File: src/hdl/pmc_defines.vh
`ifndef PMC_DEFINES_VH
`define PMC_DEFINES_VH

// ==========================================================
// Register indices and byte addresses
`define PMC_IDX_CFG_FIRST    16'h0514
`define PMC_IDX_CFG_SECOND   16'h0516
`define PMC_ADDR_SHIFT       2
`define PMC_ADDR_W           16
`define PMC_DATA_W           32
`define PMC_REG_W            16

// ==========================================================
// First register fields
`define PMC_B_AS_EN          7
`define PMC_B_PTP_EN         6
`define PMC_B_DET_L2         5
`define PMC_B_DET_IP4        4
`define PMC_B_DET_IP6        3
`define PMC_B_P2P            2
`define PMC_B_MASTER         1
`define PMC_B_ONE_STEP       0
`define PMC_RST_FIRST        16'h0039
`define PMC_MASK_FIRST       16'h00FF

// ==========================================================
// Second register fields
`define PMC_B_UNICAST        12
`define PMC_B_ALT_MASTER     11
`define PMC_B_ALL_PRIO       10
`define PMC_B_SYNC_ASSOC     9
`define PMC_RST_SECOND       16'h1000
`define PMC_MASK_SECOND      16'h1E00

// ==========================================================
// Frame encapsulation codes
`define PMC_ENC_W            2
`define PMC_ENC_NONE         2'h0
`define PMC_ENC_L2           2'h1
`define PMC_ENC_IP4          2'h2
`define PMC_ENC_IP6          2'h3

// ==========================================================
// Message types and ports
`define PMC_TYPE_W           4
`define PMC_MSG_SYNC         4'h0
`define PMC_MSG_DELAY_REQ    4'h1
`define PMC_MSG_FOLLOW_UP    4'h8
`define PMC_EVENT_LIMIT      4'h4
`define PMC_UDP_EVENT        16'h013F
`define PMC_UDP_GENERAL      16'h0140

// ==========================================================
// Association table
`define PMC_DOM_W            8
`define PMC_SEQ_W            16
`define PMC_SRC_W            80
`define PMC_TAG_W            104
`define PMC_IDX_W            4
`define PMC_DEPTH            16

`endif

File: src/hdl/pmc_assoc_mem.v
`timescale 1ns/1ps
`include "pmc_defines.vh"

module pmc_assoc_mem (
  // Clock
  input  wire                    clk,
  input  wire                    ce,
  // Write port
  input  wire                    wrEn,
  input  wire [`PMC_IDX_W-1:0]   wrIdx,
  input  wire [`PMC_TAG_W-1:0]   wrData,
  // Read port
  input  wire [`PMC_IDX_W-1:0]   rdIdx,
  output reg  [`PMC_TAG_W-1:0]   rdData
);

  reg [`PMC_TAG_W-1:0] mem [0:`PMC_DEPTH-1];

  always @(posedge clk) begin
    if (ce) begin
      if (wrEn) begin
        mem[wrIdx] <= wrData;
      end
      rdData <= mem[rdIdx];
    end
  end

endmodule // pmc_assoc_mem

File: src/hdl/pmc_ptp_msg_config.v
// Behaviour
// - 802.1AS enable needs PTP enable too
// - AS mode: all PTP except unicast lookup frames to host, unmodified
// - PTP mode classifies messages by type
// - PTP mode allows header rewrite, timestamps
// - PTP enable turns on PTP clock
// - PTP mode uses timestamp tail tag
// - Detect 802.3 PTP only when enabled
// - Detect IPv4/UDP PTP only when enabled
// - Detect IPv6/UDP PTP only when enabled
// - Select bit picks P2P or E2E
// - Select bit picks host master or slave
// - Select bit picks one or two step
// - Unicast on ports 319/320 uses lookup
// - Unicast disabled: only multicast PTP recognised
// - Alternate master: forward Sync/Delay_Req to non-host; here only in the same domain
// - No alternate master: drop at host
// - Queue bit: all or event to top
// - Follow_up to host only on match
//
// The APB interface to the registers was left to the implementer.
`timescale 1ns/1ps
`include "pmc_defines.vh"

module pmc_ptp_msg_config (
  // Clock and reset
  input  wire                    clk,
  input  wire                    reset_n,
  input  wire                    ce,
  // APB slave
  input  wire                    psel,
  input  wire                    penable,
  input  wire                    pwrite,
  input  wire [`PMC_ADDR_W-1:0]  paddr,
  input  wire [`PMC_DATA_W-1:0]  pwdata,
  input  wire [3:0]              pstrb,
  output reg                     pready,
  output reg  [`PMC_DATA_W-1:0]  prdata,
  output reg                     pslverr,
  // Parsed frame descriptor
  input  wire                    frmValid,
  input  wire [`PMC_ENC_W-1:0]   frmEncap,
  input  wire                    frmReservedAddr,
  input  wire [15:0]             frmUdpPort,
  input  wire [`PMC_TYPE_W-1:0]  frmMsgType,
  input  wire                    frmFromHost,
  input  wire                    frmSameDomain,
  input  wire                    frmActiveMaster,
  input  wire [`PMC_DOM_W-1:0]   frmDomain,
  input  wire [`PMC_SEQ_W-1:0]   frmSeqId,
  input  wire [`PMC_SRC_W-1:0]   frmSrcPortId,
  // Global mode outputs
  output reg                     ptpClockEn,
  output reg                     tailTagPtp,
  output reg                     hdrModifyEn,
  output reg                     tsInsertEn,
  output reg                     tcPeerToPeer,
  output reg                     hostMaster,
  output reg                     oneStep,
  // Per-frame decision
  output reg                     resValid,
  output reg                     resIsPtp,
  output reg                     resUseLookup,
  output reg                     resToHost,
  output reg                     resToNonHost,
  output reg                     resHighQueue,
  output reg                     resModify
);

  // ==========================================================
  // Helpers
  function regHit;
    input [`PMC_ADDR_W-1:0] addr;
    input [`PMC_ADDR_W-1:0] idx;
    begin
      regHit = (addr == (idx << `PMC_ADDR_SHIFT));
    end
  endfunction

  function [`PMC_REG_W-1:0] laneMerge;
    input [`PMC_REG_W-1:0] oldVal;
    input [`PMC_DATA_W-1:0] wData;
    input [3:0]             strb;
    input [`PMC_REG_W-1:0] mask;
    reg   [`PMC_REG_W-1:0] merged;
    begin
      merged[7:0]  = strb[0] ? wData[7:0]  : oldVal[7:0];
      merged[15:8] = strb[1] ? wData[15:8] : oldVal[15:8];
      laneMerge    = merged & mask;
    end
  endfunction

  function encapEnabled;
    input [`PMC_ENC_W-1:0] encap;
    input                  l2En;
    input                  ip4En;
    input                  ip6En;
    begin
      case (encap)
        `PMC_ENC_L2:  encapEnabled = l2En;
        `PMC_ENC_IP4: encapEnabled = ip4En;
        `PMC_ENC_IP6: encapEnabled = ip6En;
        default:      encapEnabled = 1'b0;
      endcase
    end
  endfunction

  function typeIsSync;
    input [`PMC_TYPE_W-1:0] msgType;
    begin
      typeIsSync = (msgType == `PMC_MSG_SYNC);
    end
  endfunction

  function typeIsSyncReq;
    input [`PMC_TYPE_W-1:0] msgType;
    begin
      typeIsSyncReq = typeIsSync(msgType) | (msgType == `PMC_MSG_DELAY_REQ);
    end
  endfunction

  function typeIsFollow;
    input [`PMC_TYPE_W-1:0] msgType;
    begin
      typeIsFollow = (msgType == `PMC_MSG_FOLLOW_UP);
    end
  endfunction

  function typeIsEvent;
    input [`PMC_TYPE_W-1:0] msgType;
    begin
      typeIsEvent = (msgType < `PMC_EVENT_LIMIT);
    end
  endfunction

  // ==========================================================
  // Registers
  reg  [`PMC_REG_W-1:0] cfgFirst_q;
  reg  [`PMC_REG_W-1:0] cfgSecond_q;

  wire hitFirst  = regHit(paddr, `PMC_IDX_CFG_FIRST);
  wire hitSecond = regHit(paddr, `PMC_IDX_CFG_SECOND);
  wire setupAcc  = psel & penable & ~pready;
  wire doneAcc   = psel & penable & pready;

  reg  [`PMC_REG_W-1:0]  cfgFirst_d;
  reg  [`PMC_REG_W-1:0]  cfgSecond_d;
  reg  [`PMC_DATA_W-1:0] readWord;

  // Write merge and read select
  always @* begin
    cfgFirst_d  = cfgFirst_q;
    cfgSecond_d = cfgSecond_q;
    readWord    = {`PMC_DATA_W{1'b0}};
    if (doneAcc & pwrite & hitFirst) begin
      cfgFirst_d = laneMerge(cfgFirst_q, pwdata, pstrb, `PMC_MASK_FIRST);
    end
    if (doneAcc & pwrite & hitSecond) begin
      cfgSecond_d = laneMerge(cfgSecond_q, pwdata, pstrb, `PMC_MASK_SECOND);
    end
    if (hitFirst) begin
      readWord = {{`PMC_DATA_W-`PMC_REG_W{1'b0}}, cfgFirst_q};
    end else if (hitSecond) begin
      readWord = {{`PMC_DATA_W-`PMC_REG_W{1'b0}}, cfgSecond_q};
    end
  end

  always @(posedge clk) begin
    if (!reset_n) begin
      cfgFirst_q  <= `PMC_RST_FIRST;
      cfgSecond_q <= `PMC_RST_SECOND;
      pready      <= 1'b0;
      prdata      <= {`PMC_DATA_W{1'b0}};
      pslverr     <= 1'b0;
    end else if (ce) begin
      pready  <= setupAcc;
      pslverr <= setupAcc & ~(hitFirst | hitSecond);
      if (setupAcc & ~pwrite) begin
        prdata <= readWord;
      end
      cfgFirst_q  <= cfgFirst_d;
      cfgSecond_q <= cfgSecond_d;
    end
  end

  // ==========================================================
  // Decoded configuration
  wire ptpOn     = cfgFirst_q[`PMC_B_PTP_EN];
  wire asOn      = ptpOn & cfgFirst_q[`PMC_B_AS_EN];
  wire detL2     = cfgFirst_q[`PMC_B_DET_L2];
  wire detIp4    = cfgFirst_q[`PMC_B_DET_IP4];
  wire detIp6    = cfgFirst_q[`PMC_B_DET_IP6];
  wire uniOn     = cfgSecond_q[`PMC_B_UNICAST];
  wire altMaster = cfgSecond_q[`PMC_B_ALT_MASTER];
  wire allPrio   = cfgSecond_q[`PMC_B_ALL_PRIO];
  wire syncAssoc = cfgSecond_q[`PMC_B_SYNC_ASSOC];

  // ==========================================================
  // Global mode outputs
  always @(posedge clk) begin
    if (!reset_n) begin
      ptpClockEn   <= 1'b0;
      tailTagPtp   <= 1'b0;
      hdrModifyEn  <= 1'b0;
      tsInsertEn   <= 1'b0;
      tcPeerToPeer <= 1'b0;
      hostMaster   <= 1'b0;
      oneStep      <= 1'b1;
    end else if (ce) begin
      ptpClockEn   <= ptpOn;
      tailTagPtp   <= ptpOn;
      hdrModifyEn  <= ptpOn & ~asOn;
      tsInsertEn   <= ptpOn;
      tcPeerToPeer <= cfgFirst_q[`PMC_B_P2P];
      hostMaster   <= cfgFirst_q[`PMC_B_MASTER];
      oneStep      <= cfgFirst_q[`PMC_B_ONE_STEP];
    end
  end

  // ==========================================================
  // Stage 1: recognition
  wire encapOk = encapEnabled(frmEncap, detL2, detIp4, detIp6);
  wire isUdp   = (frmEncap == `PMC_ENC_IP4) | (frmEncap == `PMC_ENC_IP6);
  wire ptpPort = (frmUdpPort == `PMC_UDP_EVENT) | (frmUdpPort == `PMC_UDP_GENERAL);
  wire uniHit  = uniOn & isUdp & ptpPort & ~frmReservedAddr;
  wire recog   = ptpOn & encapOk & (frmReservedAddr | uniHit);

  reg                    s1Valid_q;
  reg                    s1Ptp_q;
  reg                    s1Uni_q;
  reg                    s1AsOn_q;
  reg [`PMC_TYPE_W-1:0]  s1Type_q;
  reg                    s1FromHost_q;
  reg                    s1SameDom_q;
  reg                    s1ActMaster_q;
  reg [`PMC_TAG_W-1:0]   s1Tag_q;
  reg [`PMC_IDX_W-1:0]   s1Idx_q;
  reg                    s1Valid2_q;
  reg                    s1AltMaster_q;
  reg                    s1AllPrio_q;
  reg                    s1SyncAssoc_q;

  reg [`PMC_DEPTH-1:0]   tagValid_q;
  wire [`PMC_TAG_W-1:0]  memRd;
  wire [`PMC_TAG_W-1:0]  frmTag = {frmDomain, frmSeqId, frmSrcPortId};
  wire [`PMC_IDX_W-1:0]  frmIdx = frmSeqId[`PMC_IDX_W-1:0];
  wire                   syncStore = frmValid & recog & typeIsSync(frmMsgType);

  always @(posedge clk) begin
    if (!reset_n) begin
      s1Valid_q     <= 1'b0;
      s1Ptp_q       <= 1'b0;
      s1Uni_q       <= 1'b0;
      s1AsOn_q      <= 1'b0;
      s1Type_q      <= {`PMC_TYPE_W{1'b0}};
      s1FromHost_q  <= 1'b0;
      s1SameDom_q   <= 1'b0;
      s1ActMaster_q <= 1'b0;
      s1Tag_q       <= {`PMC_TAG_W{1'b0}};
      s1Idx_q       <= {`PMC_IDX_W{1'b0}};
      s1Valid2_q    <= 1'b0;
      s1AltMaster_q <= 1'b0;
      s1AllPrio_q   <= 1'b0;
      s1SyncAssoc_q <= 1'b0;
      tagValid_q    <= {`PMC_DEPTH{1'b0}};
    end else if (ce) begin
      s1Valid_q     <= frmValid;
      s1Ptp_q       <= frmValid & recog;
      s1Uni_q       <= frmValid & recog & uniHit;
      s1AsOn_q      <= asOn;
      s1Type_q      <= frmMsgType;
      s1FromHost_q  <= frmFromHost;
      s1SameDom_q   <= frmSameDomain;
      s1ActMaster_q <= frmActiveMaster;
      s1Tag_q       <= frmTag;
      s1Idx_q       <= frmIdx;
      s1Valid2_q    <= tagValid_q[frmIdx];
      s1AltMaster_q <= altMaster;
      s1AllPrio_q   <= allPrio;
      s1SyncAssoc_q <= syncAssoc;
      if (syncStore) begin
        tagValid_q[frmIdx] <= 1'b1;
      end
    end
  end

  pmc_assoc_mem uAssocMem (
    .clk    (clk),
    .ce     (ce),
    .wrEn   (syncStore),
    .wrIdx  (frmIdx),
    .wrData (frmTag),
    .rdIdx  (frmIdx),
    .rdData (memRd)
  );

  // ==========================================================
  // Stage 2: forwarding decision
  wire isSyncReq  = typeIsSyncReq(s1Type_q);
  wire isFollow   = typeIsFollow(s1Type_q);
  wire assocMatch = s1Valid2_q & (memRd == s1Tag_q);
  wire isEvent    = typeIsEvent(s1Type_q);

  reg toHost;
  reg toNonHost;

  always @* begin
    toHost    = ~s1FromHost_q;
    toNonHost = 1'b1;
    if (s1AsOn_q) begin
      toHost    = 1'b1;
      toNonHost = ~s1FromHost_q;
    end else if (isSyncReq & ~s1FromHost_q & s1ActMaster_q) begin
      if (s1AltMaster_q) begin
        toHost    = 1'b0;
        toNonHost = s1SameDom_q;
      end else begin
        toHost    = 1'b0;
        toNonHost = ~s1SameDom_q;
      end
    end else if (isFollow & s1SyncAssoc_q) begin
      toHost = ~s1FromHost_q & assocMatch;
    end
  end

  always @(posedge clk) begin
    if (!reset_n) begin
      resValid     <= 1'b0;
      resIsPtp     <= 1'b0;
      resUseLookup <= 1'b0;
      resToHost    <= 1'b0;
      resToNonHost <= 1'b0;
      resHighQueue <= 1'b0;
      resModify    <= 1'b0;
    end else if (ce) begin
      resValid     <= s1Valid_q;
      resIsPtp     <= s1Ptp_q;
      resUseLookup <= s1Uni_q;
      resToHost    <= s1Ptp_q & ~s1Uni_q & toHost;
      resToNonHost <= s1Ptp_q & ~s1Uni_q & toNonHost;
      resHighQueue <= s1Ptp_q & (s1AllPrio_q | isEvent);
      resModify    <= s1Ptp_q & ~s1AsOn_q;
    end
  end

endmodule // pmc_ptp_msg_config

File: config.mk
export PLATFORM = sky130hd
export DESIGN_NAME = pmc_ptp_msg_config
export DESIGN_NICKNAME = d
export VERILOG_FILES = /design/src/hdl/pmc_assoc_mem.v /design/src/hdl/pmc_ptp_msg_config.v
export VERILOG_INCLUDE_DIRS = /design/src /design/src/hdl
export SDC_FILE = /design/constraint.sdc
export NUM_CORES = 2
export LEC_CHECK = 0
export BUFFER_PORTS_ARGS = -buffer_cell sky130_fd_sc_hd__buf_4
export CORE_MARGIN = 2
export CORE_UTILIZATION = 60
export CTS_BUF_LIST = sky130_fd_sc_hd__clkbuf_4
export DETAILED_ROUTE_END_ITERATION = 16
export GPL_ROUTABILITY_DRIVEN = 0
export GPL_TIMING_DRIVEN = 0
export PLACE_DENSITY = 0.77
export SKIP_CTS_REPAIR_TIMING = 1
export SYNTH_ARGS = -nofsm -noshare
export SYNTH_HDL_FRONTEND = slang
export SYNTH_SLANG_ARGS = --single-unit
File: constraint.sdc
create_clock -name clk -period 16.42 [get_ports clk]
set_input_delay 2.463 -clock clk [delete_from_list [all_inputs] [get_ports clk]]
set_output_delay 2.463 -clock clk [all_outputs]
set_load 0.01 [all_outputs]
Word level (Yosys, flattened, before mapping)
Memory sizes are Yosys's and may differ from the RTL's. A register that Yosys moved wholly into a read port is not among the register bits.
Index checks and enable logic that the tools add are counted.

cells by class
  $lt $le $gt $ge = 3
  equality and inequality tests = 10
  mux-type cells = 16
  bitwise operators = 44
  reduce and logical (&&, ||, !) cells = 7

operator list
  kind                  count
  $eq 104x104->1        1
  $eq 16x13->1 const B  2
  $eq 16x9->1 const B   2
  $and 1x1->1           28
  $mux 13               2
  $or 16x16->16         1
  $mux 1                11
  $not 1->1             9
  $logic_not 4->1       2
  $or 1x1->1            6
  $reduce_and 3->1      2
  $lt 4x5->1 const B    1
  $bmux 1 s4            1
  $demux 1 s4           1
  $eq 2x2->1 const B    2
  $eq 4x1->1 const B    1
  $eq 4x4->1 const B    1
  $ge 4x1->1 const B    1
  $lt 4x3->1 const B    1
  $reduce_and 2->1      2
  $pmux 1 s3            1
  $eq 2x1->1 const B    1
  $logic_and 1x1->1     1

storage, ports and cells
  register bits = 193
  memory bits (writable) = 1664
  output and inout port bits = 48
  word-level logic and storage cells = 112
  memories = 1

memories
  memory         depth  width  rd ports  clocked after Yosys merged registers in  write ports  RTL line            RTL
  uAssocMem.mem  16     104    1         1                                        1            pmc_assoc_mem.v:17  reg [`PMC_TAG_W-1:0] mem [0:`PMC_DEPTH-1];

Longest topological paths before layout
  depth in word-level cells = 12
  gate-level depth with buffers = 7
  mapped depth without buffers = 6

Modules after synthesis
Synthesis repeated with hierarchy kept, for this count alone.

unflattened totals
  cells, all modules = 3506
  area, all modules = 73576.8 µm²

modules (own cells, without submodules)
  module              instances  cells an instance  area an instance (µm²)  seq. area each (µm²)
  pmc_assoc_mem       1          2663               65308.9                 53090.9
  pmc_ptp_msg_config  1          843                8267.9                  3463.3

Worst setup path after synthesis
OpenSTA, ideal clock, no wires.

  kind = input -> register
  start = input port frmUdpPort[2]
  end = memory uAssocMem.mem[13][0] (netlist name), enable pin
  setup time = 827 ps
  arrival time = 13650 ps
  slack = 1943 ps
  cell stages on the path = 5
  path buffers = 0
  path through = or4b_1 nor4_2 o2111ai_1 a21o_2 nor4_1

between the ends
  longest elaborated chain between the ends = 11

ends and longest elaborated chain
  element                           RTL line                  RTL
  start, declared                   pmc_ptp_msg_config.v:44   input wire [15:0] frmUdpPort,
  $eq 16x9->1 (no line)             --
  $or 1x1->1 (*)                    pmc_ptp_msg_config.v:224  wire ptpPort = (frmUdpPort == `PMC_UDP_EVENT) | (frmUdpPort == `PMC_UDP_GENERAL);
  $and 1x1->1 (*) (2 in series)     pmc_ptp_msg_config.v:225  wire uniHit = uniOn & isUdp & ptpPort & ~frmReservedAddr;
  $or 1x1->1 (*)                    pmc_ptp_msg_config.v:226  wire recog = ptpOn & encapOk & (frmReservedAddr | uniHit);
  $and 1x1->1 (*)                   pmc_ptp_msg_config.v:226
  $and 1x1->1 (*) (2 in series)     pmc_ptp_msg_config.v:247  wire syncStore = frmValid & recog & typeIsSync(frmMsgType);
  $mux 1 (*)                        pmc_assoc_mem.v:21        if (wrEn) begin
  $mux 1 (*)                        pmc_assoc_mem.v:20        if (ce) begin
  $mux 1 (not written as such) (*)  pmc_assoc_mem.v:22        mem[wrIdx] <= wrData;
  end, declared                     pmc_assoc_mem.v:17

Mark *: on every way between the ends. The rest lies on a longest branch, timed or not.

Final worst setup path
  start = input port frmSeqId[1]
  end = memory uAssocMem.mem[14][42] (netlist name), enable pin

RTL lines
  element          RTL line                 RTL
  start, declared  pmc_ptp_msg_config.v:50  input wire [`PMC_SEQ_W-1:0] frmSeqId,

Straight into the memory's write port.

==> impl_metrics.csv <==
group,metric,value,unit
run_status,outcome,"finished, final reports clean",
route,finalWirelength,183000,um
floorplan,rows,128,
power,pwr_density_cell,116,mW/mm2
synthesis,synth_top_area_share,72.3,%
synthesis,synth_area,0.0734,mm2
final_layout,mostFrequentLayoutCell,"edfxtp_1",
route,drtPass1Iterations,5,
global_routing,antenna_found_initial,23,
critical_path,crit_top_cell,"buf_4",
route,wl_per_cell,29.6,um
global_routing,grt_pass1_vias,39355,
floorplan,chipWidth,354,um
place,io_buffers,194,
route,drcViolationCount,0,
clocking,cts_tree,"built",
synthesis,post-synth-top-area-cell,"edfxtp_1",
power,seqPwrFrac,55.0,%
clocking,clock_sinks,1941,
critical_path,path_class,"in -> reg",
global_routing,grt_pass1_wl,263000,um
power,combPwrFrac,5.1,%
worst_hold_path,hold_end,"tagValid_q[3]$_SDFFE_PN0P_",
clocking,clock_path_buffers,4,
final_layout,drive_above_1_share,39.3,%
clocking,cts_buffers,473,
synthesis,synth_warnings,0,
global_routing,grt_max_degree,63,
timing,finalSetupViolCount,0,
critical_path,crit_chain,"buf_4 -> buf_2 -> clkbuf_1 -> clkbuf_1 -> nand2_1 -> nor4_2 -> buf_4 -> buf_4 -> buf_4 -> buf_4 -> buf_4",
critical_path,crit_buf_inv,9,
floorplan,die-area,0.125,mm2
critical_path,crit_slowest_cell,"clkbuf_1",
timing,slew_headroom,4.73,%
critical_path,worstPathMaxFanout,18,
worst_hold_path,hold_class,"reg -> reg",
place,preCtsSetupSlack,9.44,ns
synthesis,synth-seq-cells,1941,
final_layout,area_delta_synth_final,16.7,%
place,placed_cell_area,0.0795,mm2
power,power.switching,2200,uW
route,detail-route-antenna-nets,0,
worst_hold_path,holdPathStages,1,
critical_path,path_delay_family,"buffers and inverters",
synthesis,async_flop_share,0,%
job,max_cap_violations,0,
synthesis,synth_cells,3233,
clocking,cts_max_level,5,
final_layout,postLayoutCellArea,0.0857,mm2
critical_path,timing.rr.start,"uAssocMem.rdData[26]$_DFFE_PP_",
timing,worstMarginPinSlew,1.43,ns
synthesis,ys_top_cells_by_area,"edfxtp_1, mux4_2, dfxtp_1, mux2i_1, nor2b_1",
global_routing,overflow,0,
route,drtIter0Drc,5080,
critical_path,crit_path_start_kind,"input pin",
timing,post-route-min-period,5.92,ns
clocking,clk_pin_slew,0.07,ns
timing,fmax,169,MHz
critical_path,cp.arrival,6.89,ns
power,p_leak,0.0290,uW
power,finalPower,9920,uW
timing,fin_ws,10.50,ns
critical_path,crit_path_end_kind,"flip-flop",
final_layout,postLayoutCoreUtil,70.5,%
final_layout,fill_cells,7189,
critical_path,r2r_end,"resToHost$_SDFFE_PN0P_",
floorplan,ios,237,
synthesis,synth-seq-area-share,77.1,%
critical_path,r2r_cells,6,
timing,setup_tns,0,ns
power,vdd_drop_max,0.0000830,V
clocking,clock_latency,1.32,ns
power,p_int,7720,uW
synthesis,synthFlopType,"edfxtp_1",
final_layout,nNetsFinal,4349,
timing,grt_setup_unrepaired,"false",
clocking,cts_root_buf,"clkbuf_4",
critical_path,worst-endpoint-required,17.39,ns
floorplan,start_util,60.4,%
critical_path,worst-r2r-setup-slack,12.78,ns
timing,skew,0.0897,ns
place,hpwl,123000,um
timing,hold_viol_final,0,
final_layout,layout_common_cells,"edfxtp_1, clkbuf_4, mux4_2",
global_routing,grt.total_usage,29.5,%
synthesis,synth_edf_count,1768,
floorplan,core_area,0.122,mm2
timing,fin_crit_sh,36.1,%
power,clkPwrFrac,40.0,%
floorplan,chipHeight,354,um
timing,maxSlewViolCount,0,
power,switching_share,22.2,%
worst_hold_path,min_from,"tagValid_q[3]$_SDFFE_PN0P_",
route,vias,38584,
synthesis,syn_area_per_cell,22.7,um2
route,vias_per_cell,6.25,
synthesis,ys_types,53,
critical_path,critical-path-max-stage-delay,0.82,ns
==> synthesized netlist by cell type, drive strengths merged, types with 2 or more instances <==
cell type and number:
a2111oi 2, a21boi 5, a21oi 4, a221oi 2, a22o 3, a22oi 12
and2 3, buf 67, clkbuf 112, dfxtp 173, edfxtp 1768, inv 34
mux2i 134, mux4 525, nand2 17, nand2b 15, nand3 6, nand3b 3
nand4 18, nor2 83, nor2b 73, nor3 7, nor4 33, o2111ai 3
o21a 16, o22ai 12, o2bb2ai 6, or2 2, or3 2, xnor2 40
xor2 38
==> cells by family after synthesis <==
family	after synthesis	share of synthesized area [%]
AOI/OAI and AO/OA	70	0.725
xor gates and xnor gates	78	0.931
buffers and inverters	213	1.25
DFF	1941	77.1
muxes	659	17.9
other	1	0.00511
and+or+nand+nor	271	2.09
==> layer usage <==
metal / vias up / track usage [%] / part of all wire [%]
li1: 15704 / - / -
met1: 19898 / 39.8 / 37
met2: 2540 / 46.8 / 49
met3: 420 / 7.76 / 11
met4: 22 / 11.9 / 3.5
met5: - / 0 / 0.085
==> how the worst max path moves through the flow <==
stage / start / end / slack, ns / depth (start not counted)
final: frmSeqId[1] / uAssocMem.mem[14][42]$_DFFE_PP_ / 10.50 / 11
after global routing: frmSeqId[1] / uAssocMem.mem[14][45]$_DFFE_PP_ / 10.67 / 11
after CTS: frmSeqId[0] / uAssocMem.mem[9][23]$_DFFE_PP_ / 10.80 / 9
after detailed placement: frmSeqId[0] / uAssocMem.mem[9][44]$_DFFE_PP_ / 9.44 / 9
after global placement: ce / uAssocMem.mem[9][19]$_DFFE_PP_ / -11.92 / 5
after floorplan: frmUdpPort[2] / uAssocMem.mem[13][0]$_DFFE_PP_ / 1.94 / 5
==> power groups by stage <==
stage	combinational, uW	sequential (uW)	clock, uW
after floorplan	266	5550	0
after global placement	486	5560	0
after detailed placement	501	5560	0
after CTS	503	5450	4020
after global routing	528	5450	4260
final	505	5450	3960
==> cell type report <==
| type | instances | area (um2) | area share [%] |
|---|---|---|---|
| clock inverter | 118 | 597 | 0.697 |
| tap | 1625 | 2030 | 2.37 |
| buffer | 179 | 790 | 0.922 |
| timing repair buffer | 433 | 3950 | 4.61 |
| sequential | 1941 | 56600 | 66.0 |
| inverter | 34 | 128 | 0.149 |
| clock buffer | 729 | 5470 | 6.39 |
| multi-input combinational | 1098 | 16100 | 18.8 |
| antenna | 14 | 35.0 | 0.0409 |
==> registers in the layout (all words and copies together), names as in the netlist, 4 cells and up <==
register	cells
s1Type_q	4
uAssocMem.rdData	104
cfgSecond_q	4
uAssocMem.mem	1664
prdata	12
cfgFirst_q	8
s1Tag_q	104
tagValid_q	16
==> worst reg2reg max path: cells and delay by family, from the launching register on <==
| family | cells | cell delay (ns) |
|---|---|---|
| AOI/OAI and AO/OA | 1 | 0.23 |
| xor gates and xnor gates | 1 | 0.65 |
| DFF | 1 | 0.39 |
| and+or+nand+nor | 4 | 2.30 |
==> per-stage QoR <==
step                      std cells  hold slack (ns)
after floorplan                3252            0.430
after global placement         5071            0.442
after detailed placement       5309            0.448
after CTS                      6156            0.464
after global routing           6165            0.473
final                          6171            0.467
(Power assumes the default switching activity.)
